### src/common/ssoc_defines.svh
`ifndef SSOC_DEFINES_SVH
`define SSOC_DEFINES_SVH
// What this block does
// - A slave byte completing while the buffer is still full sets the overflow flag.
// - On overflow the shifted byte is dropped and the buffer keeps its old byte.
// - Overflow can be raised only while the port works as slave.
// - Master transfers start only on a buffer write and never raise overflow.
// - Setting the enable bit in a master mode hands the clock and data-out pins to the port; in a slave mode only data-out.
// - The clock polarity bit sets the idle clock level: one high, zero low.
// - Buffer full is set when a received byte loads and cleared once read.

// ============================================================
// Register byte offsets on the AXI4-Lite bus.
`define SSOC_OFF_CTRL 8'h00
`define SSOC_OFF_BUF 8'h04
`define SSOC_OFF_STAT 8'h08
`define SSOC_OFF_IRQ_STAT 8'h0c
`define SSOC_OFF_IRQ_MASK 8'h10

// ============================================================
// Control register fields and reset value.
`define SSOC_CTRL_WRITE_COLLISION_FLAG_BIT 7
`define SSOC_CTRL_OVF_BIT 6
`define SSOC_CTRL_EN_BIT 5
`define SSOC_CTRL_CKP_BIT 4
`define SSOC_CTRL_RESET 8'h00

// ============================================================
// Status and interrupt bit positions.
`define SSOC_STAT_FULL_BIT 0
`define SSOC_STAT_BUSY_BIT 1
`define SSOC_IRQ_DONE_BIT 0
`define SSOC_IRQ_OVF_BIT 1
`define SSOC_IRQ_WRITE_COLLISION_FLAG_BIT 2
`define SSOC_IRQ_RESET 3'h0

// ============================================================
// Mode field codes and master half-period counts in core clocks.
`define SSOC_MODE_MASTER_LAST 4'h3
`define SSOC_MODE_SLAVE_A 4'h4
`define SSOC_MODE_SLAVE_B 4'h5
`define SSOC_HALF_DIV0 8'h02
`define SSOC_HALF_DIV1 8'h08
`define SSOC_HALF_DIV2 8'h20
`define SSOC_HALF_DIV3 8'h80
`define SSOC_LAST_BIT 3'h7

// ============================================================
// Bus answer codes.
`define SSOC_RESP_OKAY 2'h0
`define SSOC_RESP_SLVERR 2'h2
`endif

### src/common/ssoc_pkg.sv
package ssoc_pkg;
  // Control register layout, bit 7 down to bit 0.
  typedef struct packed {
    logic write_collision_flag;
    logic receive_overflow_flag;
    logic port_enable_bit;
    logic clock_idle_polarity;
    logic [3:0] mode_select;
  } ssoc_ctrl_t;

  // Signals driven towards the serial pins.
  typedef struct packed {
    logic sck_out;
    logic sck_oe_n;
    logic sdo_out;
    logic sdo_oe_n;
  } ssoc_pin_out_t;

  // Signals sampled from the serial pins.
  typedef struct packed {
    logic sck_in;
    logic sdi_in;
  } ssoc_pin_in_t;
endpackage : ssoc_pkg

### src/ssoc_top.sv
// Local design decisions: the AXI4-Lite register port and the address map.
`include "ssoc_defines.svh"

module ssoc_top (
  // Clock and reset.
  input wire logic core_clk_in,
  input wire logic reset_n_in,
  // AXI4-Lite write address and data.
  input wire logic [7:0] s_axi_awaddr_in,
  input wire logic s_axi_awvalid_in,
  output logic s_axi_awready_out,
  input wire logic [31:0] s_axi_wdata_in,
  input wire logic [3:0] s_axi_wstrb_in,
  input wire logic s_axi_wvalid_in,
  output logic s_axi_wready_out,
  // AXI4-Lite write response.
  output logic [1:0] s_axi_bresp_out,
  output logic s_axi_bvalid_out,
  input wire logic s_axi_bready_in,
  // AXI4-Lite read.
  input wire logic [7:0] s_axi_araddr_in,
  input wire logic s_axi_arvalid_in,
  output logic s_axi_arready_out,
  output logic [31:0] s_axi_rdata_out,
  output logic [1:0] s_axi_rresp_out,
  output logic s_axi_rvalid_out,
  input wire logic s_axi_rready_in,
  // Serial pins and the general I/O values used when the port is off.
  input wire ssoc_pkg::ssoc_pin_in_t pins_in,
  input wire ssoc_pkg::ssoc_pin_out_t gpio_pins_in,
  output ssoc_pkg::ssoc_pin_out_t pins_out,
  // Interrupt.
  output logic irq_out
);

  // ============================================================
  // Helpers.

  // Master modes are the low codes, slave modes two fixed codes.
  function automatic logic is_master(input logic [3:0] mode);
    is_master = (mode <= `SSOC_MODE_MASTER_LAST);
  endfunction : is_master

  function automatic logic is_slave(input logic [3:0] mode);
    is_slave = (mode == `SSOC_MODE_SLAVE_A) || (mode == `SSOC_MODE_SLAVE_B);
  endfunction : is_slave

  function automatic logic [7:0] half_count(input logic [1:0] sel);
    unique case (sel)
      2'h0: half_count = `SSOC_HALF_DIV0;
      2'h1: half_count = `SSOC_HALF_DIV1;
      2'h2: half_count = `SSOC_HALF_DIV2;
      2'h3: half_count = `SSOC_HALF_DIV3;
    endcase
  endfunction : half_count

  // ============================================================
  // Pin synchronisers.

  logic sck_s1_r, sck_s2_r, sck_s3_r, sdi_s1_r, sdi_s2_r;

  // Two flops before any logic; the third flop only remembers the settled level.
  always_ff @(posedge core_clk_in or negedge reset_n_in) begin
    if (!reset_n_in) begin
      sck_s1_r <= 1'b0;
      sck_s2_r <= 1'b0;
      sck_s3_r <= 1'b0;
      sdi_s1_r <= 1'b0;
      sdi_s2_r <= 1'b0;
    end else begin
      sck_s1_r <= pins_in.sck_in;
      sck_s2_r <= sck_s1_r;
      sck_s3_r <= sck_s2_r;
      sdi_s1_r <= pins_in.sdi_in;
      sdi_s2_r <= sdi_s1_r;
    end
  end

  // ============================================================
  // Bus slave.

  logic aw_have_r, aw_have_nxt, w_have_r, w_have_nxt;
  logic [7:0] aw_addr_r, aw_addr_nxt;
  logic [31:0] w_data_r, w_data_nxt;
  logic [3:0] w_strb_r, w_strb_nxt;
  logic bvalid_r, bvalid_nxt, rvalid_r, rvalid_nxt;
  logic [1:0] bresp_r, bresp_nxt, rresp_r, rresp_nxt;
  logic [31:0] rdata_r, rdata_nxt;
  logic wr_do, rd_do, rd_buf;

  // Core state, declared here because the read mux shows it.
  ssoc_pkg::ssoc_ctrl_t ctrl_r, ctrl_nxt;
  logic [7:0] rxbuf_r, rxbuf_nxt, shreg_r, shreg_nxt, div_r, div_nxt;
  logic [2:0] bitcnt_r, bitcnt_nxt, irq_stat_r, irq_stat_nxt, irq_mask_r, irq_mask_nxt;
  logic full_r, full_nxt, busy_r, busy_nxt, sck_lvl_r, sck_lvl_nxt, rxbit_r, rxbit_nxt;

  assign s_axi_awready_out = !aw_have_r && !bvalid_r;
  assign s_axi_wready_out = !w_have_r && !bvalid_r;
  assign s_axi_arready_out = !rvalid_r;
  assign s_axi_bvalid_out = bvalid_r;
  assign s_axi_bresp_out = bresp_r;
  assign s_axi_rvalid_out = rvalid_r;
  assign s_axi_rresp_out = rresp_r;
  assign s_axi_rdata_out = rdata_r;

  // Address and data are held separately, so either may arrive first.
  always_comb begin
    aw_have_nxt = aw_have_r;
    aw_addr_nxt = aw_addr_r;
    w_have_nxt = w_have_r;
    w_data_nxt = w_data_r;
    w_strb_nxt = w_strb_r;
    bvalid_nxt = bvalid_r && !s_axi_bready_in;
    bresp_nxt = bresp_r;
    rvalid_nxt = rvalid_r && !s_axi_rready_in;
    rresp_nxt = rresp_r;
    rdata_nxt = rdata_r;
    wr_do = aw_have_r && w_have_r;
    rd_do = s_axi_arvalid_in && !rvalid_r;
    rd_buf = rd_do && (s_axi_araddr_in == `SSOC_OFF_BUF);
    if (s_axi_awvalid_in && s_axi_awready_out) begin
      aw_have_nxt = 1'b1;
      aw_addr_nxt = s_axi_awaddr_in;
    end
    if (s_axi_wvalid_in && s_axi_wready_out) begin
      w_have_nxt = 1'b1;
      w_data_nxt = s_axi_wdata_in;
      w_strb_nxt = s_axi_wstrb_in;
    end
    if (wr_do) begin
      aw_have_nxt = 1'b0;
      w_have_nxt = 1'b0;
      bvalid_nxt = 1'b1;
      unique case (aw_addr_r)
        `SSOC_OFF_CTRL, `SSOC_OFF_BUF, `SSOC_OFF_STAT, `SSOC_OFF_IRQ_STAT,
        `SSOC_OFF_IRQ_MASK: bresp_nxt = `SSOC_RESP_OKAY;
        default: bresp_nxt = `SSOC_RESP_SLVERR;
      endcase
    end
    if (rd_do) begin
      rvalid_nxt = 1'b1;
      rresp_nxt = `SSOC_RESP_OKAY;
      rdata_nxt = 32'h0000_0000;
      unique case (s_axi_araddr_in)
        `SSOC_OFF_CTRL: rdata_nxt[7:0] = ctrl_r;
        `SSOC_OFF_BUF: rdata_nxt[7:0] = rxbuf_r;
        `SSOC_OFF_STAT: begin
          rdata_nxt[`SSOC_STAT_FULL_BIT] = full_r;
          rdata_nxt[`SSOC_STAT_BUSY_BIT] = busy_r || (bitcnt_r != 3'h0);
        end
        `SSOC_OFF_IRQ_STAT: rdata_nxt[2:0] = irq_stat_r;
        `SSOC_OFF_IRQ_MASK: rdata_nxt[2:0] = irq_mask_r;
        default: rresp_nxt = `SSOC_RESP_SLVERR;
      endcase
    end
  end

  always_ff @(posedge core_clk_in or negedge reset_n_in) begin
    if (!reset_n_in) begin
      aw_have_r <= 1'b0;
      aw_addr_r <= 8'h00;
      w_have_r <= 1'b0;
      w_data_r <= 32'h0000_0000;
      w_strb_r <= 4'h0;
      bvalid_r <= 1'b0;
      bresp_r <= `SSOC_RESP_OKAY;
      rvalid_r <= 1'b0;
      rresp_r <= `SSOC_RESP_OKAY;
      rdata_r <= 32'h0000_0000;
    end else begin
      aw_have_r <= aw_have_nxt;
      aw_addr_r <= aw_addr_nxt;
      w_have_r <= w_have_nxt;
      w_data_r <= w_data_nxt;
      w_strb_r <= w_strb_nxt;
      bvalid_r <= bvalid_nxt;
      bresp_r <= bresp_nxt;
      rvalid_r <= rvalid_nxt;
      rresp_r <= rresp_nxt;
      rdata_r <= rdata_nxt;
    end
  end

  // ============================================================
  // Serial core.

  logic master_on, slave_on, wr_lane0, lead, trail, done_ev, ovf_ev, col_ev;
  logic [7:0] rx_byte;

  assign master_on = ctrl_r.port_enable_bit && is_master(ctrl_r.mode_select);
  assign slave_on = ctrl_r.port_enable_bit && is_slave(ctrl_r.mode_select);
  assign wr_lane0 = wr_do && w_strb_r[0];

  // Register writes, bit shifting and flag events are one group so that
  // hardware sets can win over software clears in the same cycle.
  always_comb begin
    ctrl_nxt = ctrl_r;
    rxbuf_nxt = rxbuf_r;
    shreg_nxt = shreg_r;
    div_nxt = div_r;
    bitcnt_nxt = bitcnt_r;
    irq_stat_nxt = irq_stat_r;
    irq_mask_nxt = irq_mask_r;
    full_nxt = full_r && !rd_buf;
    busy_nxt = busy_r;
    sck_lvl_nxt = sck_lvl_r;
    rxbit_nxt = rxbit_r;
    lead = 1'b0;
    trail = 1'b0;
    done_ev = 1'b0;
    ovf_ev = 1'b0;
    col_ev = 1'b0;
    rx_byte = {shreg_r[6:0], rxbit_r};
    if (wr_lane0) begin
      unique case (aw_addr_r)
        `SSOC_OFF_CTRL: ctrl_nxt = w_data_r[7:0];
        `SSOC_OFF_BUF: begin
          if (busy_r || bitcnt_r != 3'h0) begin
            col_ev = 1'b1;
          end else if (master_on || slave_on) begin
            shreg_nxt = w_data_r[7:0];
            busy_nxt = master_on;
            div_nxt = 8'h00;
          end
        end
        `SSOC_OFF_IRQ_STAT: irq_stat_nxt = irq_stat_r & ~w_data_r[2:0];
        `SSOC_OFF_IRQ_MASK: irq_mask_nxt = w_data_r[2:0];
        default: ;
      endcase
    end
    // Master clock: toggle on each half-period, leaving idle is the leading edge.
    if (busy_r && master_on) begin
      if (div_r == half_count(ctrl_r.mode_select[1:0]) - 8'h01) begin
        div_nxt = 8'h00;
        sck_lvl_nxt = !sck_lvl_r;
        lead = (sck_lvl_r == ctrl_r.clock_idle_polarity);
        trail = !lead;
      end else begin
        div_nxt = div_r + 8'h01;
      end
    end else if (slave_on) begin
      lead = (sck_s3_r == ctrl_r.clock_idle_polarity) && (sck_s2_r != sck_s3_r);
      trail = (sck_s3_r != ctrl_r.clock_idle_polarity) && (sck_s2_r != sck_s3_r);
    end
    if (!busy_r) begin
      sck_lvl_nxt = ctrl_r.clock_idle_polarity;
    end
    // Sample on the leading edge, shift on the trailing edge.
    if (lead) begin
      rxbit_nxt = sdi_s2_r;
    end
    if (trail) begin
      shreg_nxt = rx_byte;
      bitcnt_nxt = bitcnt_r + 3'h1;
      if (bitcnt_r == `SSOC_LAST_BIT) begin
        busy_nxt = 1'b0;
        if (slave_on && full_r && !rd_buf) begin
          ovf_ev = 1'b1;
        end else begin
          rxbuf_nxt = rx_byte;
          full_nxt = 1'b1;
          done_ev = 1'b1;
        end
      end
    end
    // A disabled port forgets any partial byte.
    if (!ctrl_r.port_enable_bit) begin
      busy_nxt = 1'b0;
      bitcnt_nxt = 3'h0;
    end
    // Sticky flags: a set in the same cycle beats the software clear.
    ctrl_nxt.write_collision_flag = ctrl_nxt.write_collision_flag || col_ev;
    ctrl_nxt.receive_overflow_flag = ctrl_nxt.receive_overflow_flag || ovf_ev;
    irq_stat_nxt[`SSOC_IRQ_DONE_BIT] = irq_stat_nxt[`SSOC_IRQ_DONE_BIT] || done_ev;
    irq_stat_nxt[`SSOC_IRQ_OVF_BIT] = irq_stat_nxt[`SSOC_IRQ_OVF_BIT] || ovf_ev;
    irq_stat_nxt[`SSOC_IRQ_WRITE_COLLISION_FLAG_BIT] = irq_stat_nxt[`SSOC_IRQ_WRITE_COLLISION_FLAG_BIT] || col_ev;
  end

  always_ff @(posedge core_clk_in or negedge reset_n_in) begin
    if (!reset_n_in) begin
      ctrl_r <= `SSOC_CTRL_RESET;
      rxbuf_r <= 8'h00;
      shreg_r <= 8'h00;
      div_r <= 8'h00;
      bitcnt_r <= 3'h0;
      irq_stat_r <= `SSOC_IRQ_RESET;
      irq_mask_r <= `SSOC_IRQ_RESET;
      full_r <= 1'b0;
      busy_r <= 1'b0;
      sck_lvl_r <= 1'b0;
      rxbit_r <= 1'b0;
    end else begin
      ctrl_r <= ctrl_nxt;
      rxbuf_r <= rxbuf_nxt;
      shreg_r <= shreg_nxt;
      div_r <= div_nxt;
      bitcnt_r <= bitcnt_nxt;
      irq_stat_r <= irq_stat_nxt;
      irq_mask_r <= irq_mask_nxt;
      full_r <= full_nxt;
      busy_r <= busy_nxt;
      sck_lvl_r <= sck_lvl_nxt;
      rxbit_r <= rxbit_nxt;
    end
  end

  // ============================================================
  // Pin ownership and interrupt.

  // The port owns the pins only when enabled in a known mode; otherwise the
  // general I/O values pass through untouched.
  always_comb begin
    pins_out = gpio_pins_in;
    if (master_on || slave_on) begin
      pins_out.sdo_out = shreg_r[7];
      pins_out.sdo_oe_n = 1'b0;
      pins_out.sck_out = sck_lvl_r;
      pins_out.sck_oe_n = !master_on;
    end
  end

  assign irq_out = |(irq_stat_r & irq_mask_r);

endmodule : ssoc_top

### config.mk
export PLATFORM = sky130hd
export DESIGN_NAME = ssoc_top
export DESIGN_NICKNAME = d
export VERILOG_FILES = /design/src/common/ssoc_pkg.sv /design/src/ssoc_top.sv
export VERILOG_INCLUDE_DIRS = /design/src /design/src/common
export SDC_FILE = /design/constraint.sdc
export NUM_CORES = 1
export LEC_CHECK = 0
export BUFFER_PORTS_ARGS = -buffer_cell sky130_fd_sc_hd__buf_2
export CORE_MARGIN = 2
export CORE_UTILIZATION = 30
export DETAILED_ROUTE_END_ITERATION = 8
export HOLD_SLACK_MARGIN = 0.06
export SETUP_SLACK_MARGIN = 0.05
export SYNTH_ARGS = -nofsm -noshare
export SYNTH_HDL_FRONTEND = slang
export SYNTH_SLANG_ARGS = --single-unit
export TNS_END_PERCENT = 100
### constraint.sdc
create_clock -name core_clk_in -period 4.87 [get_ports core_clk_in]
set_input_delay 1.461 -clock core_clk_in [delete_from_list [all_inputs] [get_ports core_clk_in]]
set_output_delay 1.461 -clock core_clk_in [all_outputs]
set_load 0.005 [all_outputs]
==> impl_metrics.yaml <==
global_routing:
  antenna_found_initial: 0
  grt_pass1_wl_mm: 14.56
  busiest_layer: "met2"
  grt_overflow: 0
  grt_pass1_vias: 2881
  grt_usage_pct: 12.87
  use_met2_pct: 20.20
  grt_use_met1_pct: 17.66
  grt_use_met3_pct: 2.594
  grt_max_degree: 82
timing:
  period_share_pct: 69.58
  setup_tns_ps: 0
  period_minus_slack_ps: 3389
  slew_headroom_pct: 31.74
  maxSlewViolCount: 0
  worst_slew_pin_slew_ps: 1024
  fin_skew_ps: 5.252
  rsz0062_at_grt: "no"
  fmax_mhz: 295.1
  setup_viol: 0
  hold_violations: 0
critical_path:
  crit_type: "in -> out"
  startpoint_type: "primary input"
  cp-end-kind: "primary output"
  r2r_cells: 5
  crit_path_max_fanout: 1
  cp.arrival_ps: 1930
  required_ps: 3410
detailed_routing:
  num_vias: 2866
  routedWlPerCell_um: 14.59
  firstDrtPassIters: 4
  first_iter_violations: 147
  antenna_left: 0
  wl_mm: 8.796
  vias_per_cell: 4.753
  drc_errors: 0
logic_synthesis:
  synth_cell_types: 57
  synth_area_mm2: 0.004094
  ys_seq_area_share_pct: 49.51
  synth_ff_type: "dfrtp_1"
  ys_seq_elements: 81
  synth_enable_flop_cells: 0
  syn_inst: 370
  ys.warnings.count: 0
  avgSynthCellArea_um2: 11.06
  synthArstFlopShare_pct: 100.0
finish:
  area_growth_pct: 15.53
  drive_gt1_share_pct: 29.27
  layout_commonest_cell: "dfrtp_1"
  multiInputGateArea_mm2: 0.001854
  final_core_util_pct: 35.57
  fillers: 1349
  final_cell_mix: "dfrtp_1 (81), buf_2 (56), nand2_1 (27), mux2_2 (27), conb_1 (26)"
  nets: 491
  seq_area_mm2: 0.002027
  n_antenna_cell: 0
power:
  powerDensity_mw_per_mm2: 387.7
  clkPwrFrac_pct: 35.8
  ir_worst_vdd_v: 0.0001541
  leakage_uw: 0.002287
  power_switching_uw: 508.2
  p_seq_share_pct: 48.8
  switching_share_pct: 27.71
  comb_power_share_pct: 15.4
  power.internal_uw: 1326
min_path:
  min_path_cells: 0
  hold_class: "reg -> reg"
die:
  core_area_mm2: 0.01330
  start_util_pct: 30.79
  rows: 42
  dieArea_mm2: 0.01460
  io_pins: 111
  dieHeight_um: 120.8
  die_x_um: 120.8
clock_tree:
  cts_buffer_depth: 2
  hold_buffers: 0
  cts_sinks: 81
  cts-resized-gates: 0
  clock_latency_ps: 330
  cts_root_buf: "clkbuf_16"
  numCtsBuffers: 9
  post_cts_buffers: 0
  cts_tree: "yes"
  clkTransAtPathRegs_ps: 60
  htree_num_levels: 3
status:
  run_status: "finished clean"
place:
  place.gp.congestion: 0.7666
  place_hpwl_mm: 6.365
  port_buffers: 57
run:
  cap_violations: 0
## final timing paths
path	start	to	slack (ps)
max reg2reg	ctrl_r[1]	rxbuf_r[4]	2120
max in group asynchronous	reset_n_in	rxbit_r	2910
min in group asynchronous	reset_n_in	aw_addr_r[0]	1290
max	gpio_pins_in[3]	pins_out[3]	1480
min	sck_s1_r	sck_s2_r	350
min reg2reg	sck_s1_r	sck_s2_r	350
## per-stage QoR
stage	hold WS, ps	area (um^2)	power (uW)	worst slack [ps]	instances
4_1_cts	349.0	4730	1851	1476	603
5_1_grt	370.9	4730	1935	1447	603
6_report	345.3	4730	1834	1481	603
3_3_place_gp	335.1	4442	1179	1278	587
2_1_floorplan	331.2	4188	1090	1626	395
3_5_place_dp	335.8	4442	1195	1280	587
## area by class of cell
cell class / instances / share of cell area [%]
multi-input combinational: 260 / 39.21
timing repair buffer: 58 / 6.243
inverter: 12 / 0.9524
clock buffer: 10 / 4.841
tap: 176 / 4.656
clock inverter: 6 / 1.243
sequential: 81 / 42.86
## state kept, by name (all words and copies together), names as in the netlist, 3 cells and up
name / flops
aw_addr_r: 8
ctrl_r: 8
div_r: 8
rxbuf_r: 8
s_axi_rdata_out: 8
shreg_r: 8
w_data_r: 8
bitcnt_r: 3
irq_mask_r: 3
irq_stat_r: 3
## per-layer routing
layer	wire, um	vias up
li1	-	1367
met1	4222	1404
met2	4021	84
met3	395	11
met4	156	0
met5	0	-
## power groups by stage
stage	Clock, uW	Sequential (uW)	Combinational (uW)
3_3_place_gp	0	902	278
2_1_floorplan	0	849	241
3_5_place_dp	0	907	288
5_1_grt	699	917	319
4_1_cts	667	895	289
6_report	657	895	283
## Yosys cell counts (4+ instances only)
| cell type | n | area [um^2] |
|---|---|---|
| buf_2 | 4 | 20.02 |
| mux2_4 | 8 | 120.1 |
| clkbuf_1 | 11 | 41.29 |
| dfrtp_1 | 81 | 2027 |
| nand3b_1 | 6 | 45.04 |
| nor2_1 | 20 | 75.07 |
| nor3_1 | 4 | 20.02 |
| nand2b_1 | 4 | 25.02 |
| nand2_1 | 27 | 101.4 |
| buf_4 | 26 | 195.2 |
| ha_1 | 4 | 50.05 |
| a22oi_1 | 5 | 37.54 |
| and2_1 | 5 | 31.28 |
| or3b_2 | 4 | 35.03 |
| o21ai_0 | 21 | 105.1 |
| inv_1 | 12 | 45.04 |
| a211o_1 | 4 | 35.03 |
| nand3_1 | 9 | 45.04 |
| nand4_1 | 4 | 25.02 |
| a21oi_1 | 17 | 85.08 |
| mux2i_1 | 14 | 140.1 |
| mux2_2 | 27 | 304.0 |
## cell families (layout without fill, tap and decap cells)
| group | count (synthesis) | after routing | share of synthesized area, % |
|---|---|---|---|
| AO/OA/AOI/OAI | 68 | 68 | 11.55 |
| XOR/XNOR | 3 | 3 | 0.6419 |
| adder cells (fa/ha/maj) | 4 | 4 | 1.223 |
| buffers and inverters | 54 | 86 | 7.641 |
| flip-flops | 81 | 81 | 49.51 |
| multiplexers | 49 | 49 | 13.78 |
| other | 1 | 26 | 0.09160 |
| AND/OR/NAND/NOR | 110 | 110 | 15.56 |
## critical path, cell delays in order
cell and delay (ps):
buf_2 90, mux2_2 250, buf_2 120
(Power assumes the default switching activity.)
